File: src/include/opscfg_regs.svh
`ifndef OPSCFG_REGS_SVH
`define OPSCFG_REGS_SVH

// Register byte offsets
`define OPSCFG_SCAN_FORMAT_OFS 16'h031C
`define OPSCFG_SUB1_KEY_OFS 16'h0320
`define OPSCFG_PAL_FIRST_OFS 16'h0A00
`define OPSCFG_PAL_LAST_OFS 16'h0BFC
`define OPSCFG_IN_WIDTH_OFS 16'h1100
`define OPSCFG_IN_HEIGHT_OFS 16'h1104
`define OPSCFG_MODE_CTRL_OFS 16'h1200

// Field positions
`define OPSCFG_IMG0_FMT_BIT 0
`define OPSCFG_IMG1_FMT_BIT 1
`define OPSCFG_KEY_EN_BIT 24
`define OPSCFG_KEY_MSB 23
`define OPSCFG_DIM_MSB 11
`define OPSCFG_ITU_EN_BIT 0
`define OPSCFG_YCC0_BIT 1
`define OPSCFG_YCC1_BIT 2
`define OPSCFG_DEPTH0_LSB 4
`define OPSCFG_DEPTH1_LSB 8

// Reset values
`define OPSCFG_SCAN_RST 2'h0
`define OPSCFG_KEY_RST 25'h0000000
`define OPSCFG_DIM_RST 12'h000
`define OPSCFG_MODE_RST 11'h000

`endif

File: src/include/opscfg_pkg.sv
package opscfg_pkg;
  // Bits per pixel codes of an image
  typedef enum logic [2:0]
  {
    OPSCFG_BPP1 = 3'h0,
    OPSCFG_BPP2 = 3'h1,
    OPSCFG_BPP4 = 3'h2,
    OPSCFG_BPP8 = 3'h3,
    OPSCFG_BPP16 = 3'h4,
    OPSCFG_BPP24 = 3'h5,
    OPSCFG_ARGB8888 = 3'h6,
    OPSCFG_ARGB1555 = 3'h7
  } opscfg_depth_type;
endpackage

File: src/rtl/opscfg_top.sv
`timescale 1ns/1ps
`include "opscfg_regs.svh"


module opscfg_top #(
  parameter int PAL_ENTRIES = 256
)
(
  input wire logic CORE_CLK,
  input wire logic RST_N,
  input wire logic [15:0] ADDR,
  input wire logic [31:0] WDATA,
  input wire logic WR,
  input wire logic RD,
  output logic [31:0] RDATA,
  output logic IMG0_INTERLACED,
  output logic IMG1_INTERLACED,
  output logic [12:0] IN_WIDTH,
  output logic [12:0] IN_HEIGHT,
  input wire logic PIX_IMG_SEL,
  input wire logic [7:0] PIX_INDEX,
  output logic [23:0] PIX_RGB,
  output logic PIX_REMAP,
  input wire logic SUB1_VALID,
  input wire logic [23:0] SUB1_PIXEL,
  output logic SUB1_TRANSPARENT
);
  //****************************************************************
  // Register state
  //****************************************************************
  logic [1:0] scan_r;
  logic [1:0] scan_nxt;
  logic [24:0] key_r;
  logic [24:0] key_nxt;
  logic [11:0] width_r;
  logic [11:0] width_nxt;
  logic [11:0] height_r;
  logic [11:0] height_nxt;
  logic [10:0] mode_r;
  logic [10:0] mode_nxt;
  logic [31:0] rdata_r;
  logic [31:0] rdata_nxt;
  logic img0_il_r;
  logic img0_il_nxt;
  logic img1_il_r;
  logic img1_il_nxt;
  logic [12:0] width_out_r;
  logic [12:0] width_out_nxt;
  logic [12:0] height_out_r;
  logic [12:0] height_out_nxt;
  logic remap_r;
  logic remap_nxt;
  logic pal_hit;
  logic pal_wr;
  opscfg_pkg::opscfg_depth_type depth_sel;
  logic ycc_sel;

  //****************************************************************
  // Register writes
  //****************************************************************
  // Palette window decode
  always_comb
  begin
    pal_hit = (ADDR >= `OPSCFG_PAL_FIRST_OFS) && (ADDR <= `OPSCFG_PAL_LAST_OFS)
      && (ADDR[1:0] == 2'h0);
    pal_wr = WR && pal_hit;
  end

  // Next values of software registers; reserved bits dropped
  always_comb
  begin
    scan_nxt = scan_r;
    key_nxt = key_r;
    width_nxt = width_r;
    height_nxt = height_r;
    mode_nxt = mode_r;
    if (WR)
    begin
      unique case (ADDR)
        `OPSCFG_SCAN_FORMAT_OFS:
          scan_nxt = WDATA[`OPSCFG_IMG1_FMT_BIT:`OPSCFG_IMG0_FMT_BIT];
        `OPSCFG_SUB1_KEY_OFS:
          key_nxt = WDATA[`OPSCFG_KEY_EN_BIT:0];
        `OPSCFG_IN_WIDTH_OFS:
          width_nxt = WDATA[`OPSCFG_DIM_MSB:0];
        `OPSCFG_IN_HEIGHT_OFS:
          height_nxt = WDATA[`OPSCFG_DIM_MSB:0];
        `OPSCFG_MODE_CTRL_OFS:
          mode_nxt = WDATA[10:0];
        default:
          mode_nxt = mode_r;
      endcase
    end
  end

  //****************************************************************
  // Read path
  //****************************************************************
  // Read data for one cycle after a read strobe, else zero
  always_comb
  begin
    rdata_nxt = 32'h00000000;
    if (RD)
    begin
      unique case (ADDR)
        `OPSCFG_SCAN_FORMAT_OFS:
          rdata_nxt = {30'h00000000, scan_r};
        `OPSCFG_SUB1_KEY_OFS:
          rdata_nxt = {7'h00, key_r};
        `OPSCFG_IN_WIDTH_OFS:
          rdata_nxt = {20'h00000, width_r};
        `OPSCFG_IN_HEIGHT_OFS:
          rdata_nxt = {20'h00000, height_r};
        `OPSCFG_MODE_CTRL_OFS:
          rdata_nxt = {21'h000000, mode_r};
        default:
          rdata_nxt = 32'h00000000;
      endcase
    end
  end

  //****************************************************************
  // Derived settings for the pixel pipeline
  //****************************************************************
  // Scan format gated by ITU output enable, sizes plus one
  always_comb
  begin
    img0_il_nxt = mode_r[`OPSCFG_ITU_EN_BIT] && scan_r[0];
    img1_il_nxt = mode_r[`OPSCFG_ITU_EN_BIT] && scan_r[1];
    width_out_nxt = {1'b0, width_r} + 13'h0001;
    height_out_nxt = {1'b0, height_r} + 13'h0001;
  end

  // Palette applies only to indexed depths of RGB images
  always_comb
  begin
    if (PIX_IMG_SEL)
    begin
      depth_sel = opscfg_pkg::opscfg_depth_type'(mode_r[`OPSCFG_DEPTH1_LSB +: 3]);
      ycc_sel = mode_r[`OPSCFG_YCC1_BIT];
    end
    else
    begin
      depth_sel = opscfg_pkg::opscfg_depth_type'(mode_r[`OPSCFG_DEPTH0_LSB +: 3]);
      ycc_sel = mode_r[`OPSCFG_YCC0_BIT];
    end
    remap_nxt = !ycc_sel && (depth_sel <= opscfg_pkg::OPSCFG_BPP8);
  end

  //****************************************************************
  // Registers
  //****************************************************************
  always_ff @(posedge CORE_CLK)
  begin
    if (!RST_N)
    begin
      scan_r <= `OPSCFG_SCAN_RST;
      key_r <= `OPSCFG_KEY_RST;
      width_r <= `OPSCFG_DIM_RST;
      height_r <= `OPSCFG_DIM_RST;
      mode_r <= `OPSCFG_MODE_RST;
      rdata_r <= 32'h00000000;
      img0_il_r <= 1'b0;
      img1_il_r <= 1'b0;
      width_out_r <= 13'h0001;
      height_out_r <= 13'h0001;
      remap_r <= 1'b0;
    end
    else
    begin
      scan_r <= scan_nxt;
      key_r <= key_nxt;
      width_r <= width_nxt;
      height_r <= height_nxt;
      mode_r <= mode_nxt;
      rdata_r <= rdata_nxt;
      img0_il_r <= img0_il_nxt;
      img1_il_r <= img1_il_nxt;
      width_out_r <= width_out_nxt;
      height_out_r <= height_out_nxt;
      remap_r <= remap_nxt;
    end
  end

  //****************************************************************
  // Palette and colour key
  //****************************************************************
  opscfg_palette #(
    .ENTRIES(PAL_ENTRIES)
  )
  u_palette
  (
    .clk(CORE_CLK),
    .wr_en(pal_wr),
    .wr_pair(ADDR[8:2]),
    .wr_data(WDATA),
    .rd_index(PIX_INDEX),
    .rd_rgb(PIX_RGB)
  );

  opscfg_key u_key (
    .clk(CORE_CLK),
    .rst_n(RST_N),
    .key_en(key_r[`OPSCFG_KEY_EN_BIT]),
    .key_value(key_r[`OPSCFG_KEY_MSB:0]),
    .pix_valid(SUB1_VALID),
    .pix_value(SUB1_PIXEL),
    .transparent(SUB1_TRANSPARENT)
  );

  assign RDATA = rdata_r;
  assign IMG0_INTERLACED = img0_il_r;
  assign IMG1_INTERLACED = img1_il_r;
  assign IN_WIDTH = width_out_r;
  assign IN_HEIGHT = height_out_r;
  assign PIX_REMAP = remap_r;
endmodule

File: src/rtl/opscfg_palette.sv
`timescale 1ns/1ps
`include "opscfg_regs.svh"

// Palette store: written as pairs, read per index with expansion
module opscfg_palette #(
  parameter int ENTRIES = 256
)
(
  input wire logic clk,
  input wire logic wr_en,
  input wire logic [$clog2(ENTRIES)-2:0] wr_pair,
  input wire logic [31:0] wr_data,
  input wire logic [$clog2(ENTRIES)-1:0] rd_index,
  output logic [23:0] rd_rgb
);
  logic [15:0] mem_r [0:ENTRIES-1];
  logic [15:0] entry;
  logic [23:0] rd_rgb_nxt;

  // Even entry from low half, odd from high half
  always_ff @(posedge clk)
  begin
    if (wr_en)
    begin
      mem_r[{wr_pair, 1'b0}] <= wr_data[15:0];
      mem_r[{wr_pair, 1'b1}] <= wr_data[31:16];
    end
  end

  // Expand 565 to 888, zeros in low bits
  always_comb
  begin
    entry = mem_r[rd_index];
    rd_rgb_nxt = {entry[15:11], 3'h0, entry[10:5], 2'h0, entry[4:0], 3'h0};
  end

  // Registered colour output
  always_ff @(posedge clk)
  begin
    rd_rgb <= rd_rgb_nxt;
  end
endmodule

File: src/rtl/opscfg_key.sv
`timescale 1ns/1ps
`include "opscfg_regs.svh"

// Colour-key compare for sub-picture 1
module opscfg_key (
  input wire logic clk,
  input wire logic rst_n,
  input wire logic key_en,
  input wire logic [23:0] key_value,
  input wire logic pix_valid,
  input wire logic [23:0] pix_value,
  output logic transparent
);
  logic transparent_nxt;

  // Exact match with key enabled marks pixel transparent
  always_comb
  begin
    transparent_nxt = key_en && pix_valid && (pix_value == key_value);
  end

  always_ff @(posedge clk)
  begin
    if (!rst_n)
      transparent <= 1'b0;
    else
      transparent <= transparent_nxt;
  end
endmodule

File: config.mk
export PLATFORM = sky130hd
export DESIGN_NAME = opscfg_top
export DESIGN_NICKNAME = d
export VERILOG_FILES = /design/src/include/opscfg_pkg.sv /design/src/rtl/opscfg_top.sv /design/src/rtl/opscfg_palette.sv /design/src/rtl/opscfg_key.sv
export VERILOG_INCLUDE_DIRS = /design/src /design/src/include
export SDC_FILE = /design/constraint.sdc
export NUM_CORES = 2
export LEC_CHECK = 0
export BUFFER_PORTS_ARGS = -buffer_cell sky130_fd_sc_hd__buf_2
export CORE_MARGIN = 1.5
export CORE_UTILIZATION = 26
export CTS_BUF_LIST = sky130_fd_sc_hd__clkbuf_2 sky130_fd_sc_hd__clkbuf_4 sky130_fd_sc_hd__clkbuf_8
export CTS_CLUSTER_DIAMETER = 60
export CTS_CLUSTER_SIZE = 25
export DETAILED_ROUTE_END_ITERATION = 10
export GPL_TIMING_DRIVEN = 0
export SLEW_MARGIN = 20
export SYNTH_ARGS = -nofsm -noshare
export SYNTH_HDL_FRONTEND = slang
export SYNTH_SLANG_ARGS = --single-unit
File: constraint.sdc
create_clock -name CORE_CLK -period 3 [get_ports CORE_CLK]
set_input_delay 0.15 -clock CORE_CLK [delete_from_list [all_inputs] [get_ports CORE_CLK]]
set_output_delay 0.15 -clock CORE_CLK [all_outputs]
set_load 0.005 [all_outputs]
Word-level counts from Yosys, hierarchy flattened:

Memory sizes are Yosys's and may differ from the RTL's. A register that Yosys moved wholly into a read port is not among the register bits.
Cells that the tools add are included.
W data, S select, Z words.

* mux-type cells: 5
* add/subtract/negate cells: 2
* $lt $le $gt $ge: 3
* eq/ne operators: 6
* reduce and logical (&&, ||, !) cells: 16

Operators with widths (number)
* $pmux W25 S5: 1
* $eq A16 B13 Y1 const B: 3
* $eq A16 B10 Y1 const B: 2
* $add A12 B1 Y13 const B: 2
* $eq A24 B24 Y1: 1
* $ge A16 B12 Y1 const B: 1
* $le A16 B12 Y1 const B: 1
* $reduce_and A2 Y1: 6
* $logic_and A1 B1 Y1: 8
* $le A3 B2 Y1 const B: 1
* $mux W1: 3
* $mux W3: 1
* $logic_not A2 Y1: 1
* $logic_not A1 Y1: 1

* output and inout bits: 86
* input bits: 86
* word-level logic and storage cells: 45
* memories kept: 1
* flip-flop bits (word level): 124
* RAM bits: 4096

Memories
* u_palette.mem_r: depth 256, bits a word 16, rd ports 1, clocked after Yosys merged registers in 1, write ports 2, line opscfg_palette.sv:16 `logic [15:0] mem_r [0:ENTRIES-1];`

Longest topological paths before layout:

* depth in word-level cells: 6
* mapped depth: 13
* gate-level depth less buffers: 7

Modules after synthesis:

From an unflattened synthesis, not the netlist that was laid out.

* cell total of the unflattened synthesis: 7730
* area total of the unflattened synthesis: 163605.7 um^2

Modules (own cells, without submodules)
* opscfg_palette: instances 1, cells an instance 7173, sequential area each 123318.3 um^2, area an instance 158400.7 um^2
* opscfg_top: instances 1, cells an instance 523, sequential area each 2322.2 um^2, area an instance 4913.5 um^2
* opscfg_key: instances 1, cells an instance 34, sequential area each 20.0 um^2, area an instance 291.5 um^2

Worst setup path after synthesis:

Ideal clock, no wire load.

* path kind: input to register
* start point: input ADDR[10]
* end point: memory u_palette.mem_r[254][0], enable pin
* path buffers: 1
* arrival time: 2.786 ns
* required time: 2.579 ns
* path slack: -0.207 ns
* stages on the path: 7
* setup time: 0.421 ns
* path through: nor4_1 and4b_1 nand3_1 nor2_1 nand3_1 clkbuf_1 nor2_1

RTL lines
* from (decl): line opscfg_top.sv:11 `input wire logic [15:0] ADDR,`
* to (decl): line opscfg_palette.sv:16

==> flow_summary.toml <==
[run_status]
status = "finished with violations"
violations = "DRC, setup timing"

[drt]
wl_met2_um = 252000
via_per_inst = 5.18
wl_met3_um = 71700
routedWlPerCell_um = 32.9
post-route-drc-count = 1
top_layer = "met5"
met1_length_um = 209000
vias = 88900
drt_first_iter_violations = 16300
wirelength_um = 564000
ant_nets = 0
dr.pass1.iters = 11

[logic_synthesis]
synth.top_cells.by_count = "edfxtp_1, mux4_2, mux2i_1"
yosysTopAreaCell = "edfxtp_1"
synth.distinct_cells = 63
netlist.area_leader.share_pct = 75.7
synth_area_um2 = 163000
yosysWarnings = 0
synth_area_per_cell_um2 = 20.9
ys_seq_area_share_pct = 77.3
synth.area.top_cells = "edfxtp_1, mux4_2, mux2i_1"
async_flop_share_pct = 0
yosys_most_used_dff = "edfxtp_1"
synth_edf_count = 4096
ys_ff_latch = 4229
synth_most_common_cell = "edfxtp_1"
synthesis.instances = 7770

[setup_path]
crit_arrival_ps = 4510
critical_path_required_ps = 4010
critPathLaunchType = "primary input"
path_class = "in2reg"
crit_fanout = 10
worstSetupEndpointType = "flip-flop"

[timing]
fin_skew_ps = 173
fmax_mhz = 286
hold_viol = 0
holdWs_ps = 72.9
worst_pin_slew_ps = 1320
slew_violations = 0
maxSlewHeadroom_pct = 12.0
tns_ps = -10920
fin_ws_ps = -495
post-route-period-util_pct = 116
rsz0062_at_grt = "true"
period_needed_ps = 3490
final-setup-viol-count = 215

[clock_network]
insertion_delay_ps = 1240
htreeDepth = 5
cts_max_path_buffers = 4
cts_tree = "done"
cts.sinks = 4229
root_buffer = "clkbuf_8"
clk_pin_slew_ps = 150
numCtsBuffers = 303

[layout]
syn_to_final_growth_pct = 16.4
fin_nets = 8652
fin_util_pct = 30.4
final_area_um2 = 189000
drive_gt1_share_pct = 26.6

[die]
dieArea_um2 = 630000
io-pin-count = 172
row_count = 290
fp.dieW_um = 794
die_h_um = 794
coreArea_um2 = 623000
start_util_pct = 26.1

[global_routing]
grt-ovfl-total = 0
gr-usage-all-layers_pct = 17.2
grt_first_pass_wirelength_um = 749000
grt_max_degree = 96
antenna_found_initial = 72
grt_pass1_vias = 84300

[flow_run]
drv_cap = 0

[power_and_ir_drop]
p_leak_nw = 57.8
vdd_drop_max_mv = 0.361
powerDensity_nw_per_um2 = 565

[placed_design]
routabilityCongestion = 0.915
dp_hpwl_um = 383000
dp_slack_ps = -2770
postPlaceCellArea_um2 = 180000
port_buffers = 148

[min_path]
hp-class = "in2reg"
[stage by stage]
step,power (mW),std cells
floorplan,69.1,7784
global placement,73.2,16300
detailed placement,73.3,16500
CTS,107,17100
global route,109,17100
finish,107,17200
[power breakdown]
group          internal [mW]  switching [mW]  leakage (nW)
clock network           12.3            22.2          3.54
logic                   2.31            5.48          16.3
registers               64.7          0.0108          37.9
total                   79.2            27.7          57.8
[routing by layer]
layer  vias up  track usage, %
met4        20            7.93
met5         -               0
li1      34200               -
met1     47400            22.2
met2      6112            26.3
met3      1137            5.39
[flip-flops by register name, indices dropped and copies added, names as in the netlist]
signal             flops
IMG0_INTERLACED        1
IMG1_INTERLACED        1
IN_HEIGHT             13
IN_WIDTH              13
PIX_REMAP              1
RDATA                 25
height_r              12
key_r                 25
mode_r                11
scan_r                 2
u_key.transparent      1
u_palette.mem_r     4096
u_palette.rd_rgb      16
width_r               12
[area by class of cell]
| class | count | area [µm²] |
|---|---|---|
| Antenna cell | 33 | 82.6 |
| Buffer | 468 | 2990 |
| Clock buffer | 321 | 4360 |
| Clock inverter | 236 | 2810 |
| Fill cell | 60100 | 434000 |
| Inverter | 7 | 26.3 |
| Multi-Input combinational cell | 3080 | 35800 |
| Sequential cell | 4229 | 126000 |
| Tap cell | 8322 | 10400 |
| Timing Repair Buffer | 475 | 7130 |
[kinds of logic after synthesis]
| kind of cell | Yosys count | synth area share [%] |
|---|---|---|
| adder cells (fa/ha/maj) | 2 | 0.0154 |
| AND/OR/NAND/NOR | 768 | 2.18 |
| XOR/XNOR | 33 | 0.178 |
| multiplexers | 1381 | 14.9 |
| other | 1 | 0.00231 |
| flip-flops | 4229 | 77.3 |
| buffers and inverters | 476 | 1.69 |
| AO/OA/AOI/OAI | 880 | 3.77 |
[critical path: stages]
cell and delay, ps:
buf_2 210, inv_1 540, buf_2 620, buf_2 630, buf_2 620, a21oi_1 140, o21ai_0 660, o21ai_0 350
nor3_1 390, nor4_4 130
[repair_timing]
| item | in CTS | in global routing |
|---|---|---|
| buffers inserted | 1 | 30 |
| endpoints found under the hold margin | 4215 | 6 |
| resized for setup | 157 | 36 |
| gates cloned | 0 | 1 |
| hold buffers | 99 | 1 |
| endpoints found under the setup margin | 1252 | 2349 |
| pin swaps | 8 | 15 |
[cells in the final DEF, fill, tap and decap left out, drive strengths merged, types with 112 or more instances in the layout]
| cell type | synthesis | layout |
|---|---|---|
| a21oi | 155 | 155 |
| buf | 267 | 657 |
| clkbuf | 202 | 514 |
| dfxtp | 133 | 133 |
| edfxtp | 4096 | 4096 |
| inv | 6 | 112 |
| mux2i | 543 | 543 |
| mux4 | 824 | 824 |
| nand2 | 192 | 192 |
| nor2 | 192 | 193 |
| nor3 | 168 | 168 |
| o221ai | 163 | 163 |
| o22ai | 198 | 198 |
[final timing paths]
| kind | startpoint | end | slack [ps] | cells after the start |
|---|---|---|---|---|
| max | PIX_INDEX[2] | u_palette.rd_rgb[21]$_DFF_P_ | -490 | 10 |
| max reg2reg | u_palette.mem_r[227][12]$_DFFE_PP_ | u_palette.rd_rgb[20]$_DFF_P_ | -140 | 7 |
| min | ADDR[4] | u_palette.mem_r[118][15]$_DFFE_PP_ | 70 | 4 |
| min reg2reg | mode_r[4]$_SDFFE_PN0P_ | mode_r[4]$_SDFFE_PN0P_ | 480 | 2 |
Power figures use the tool's default switching activity.
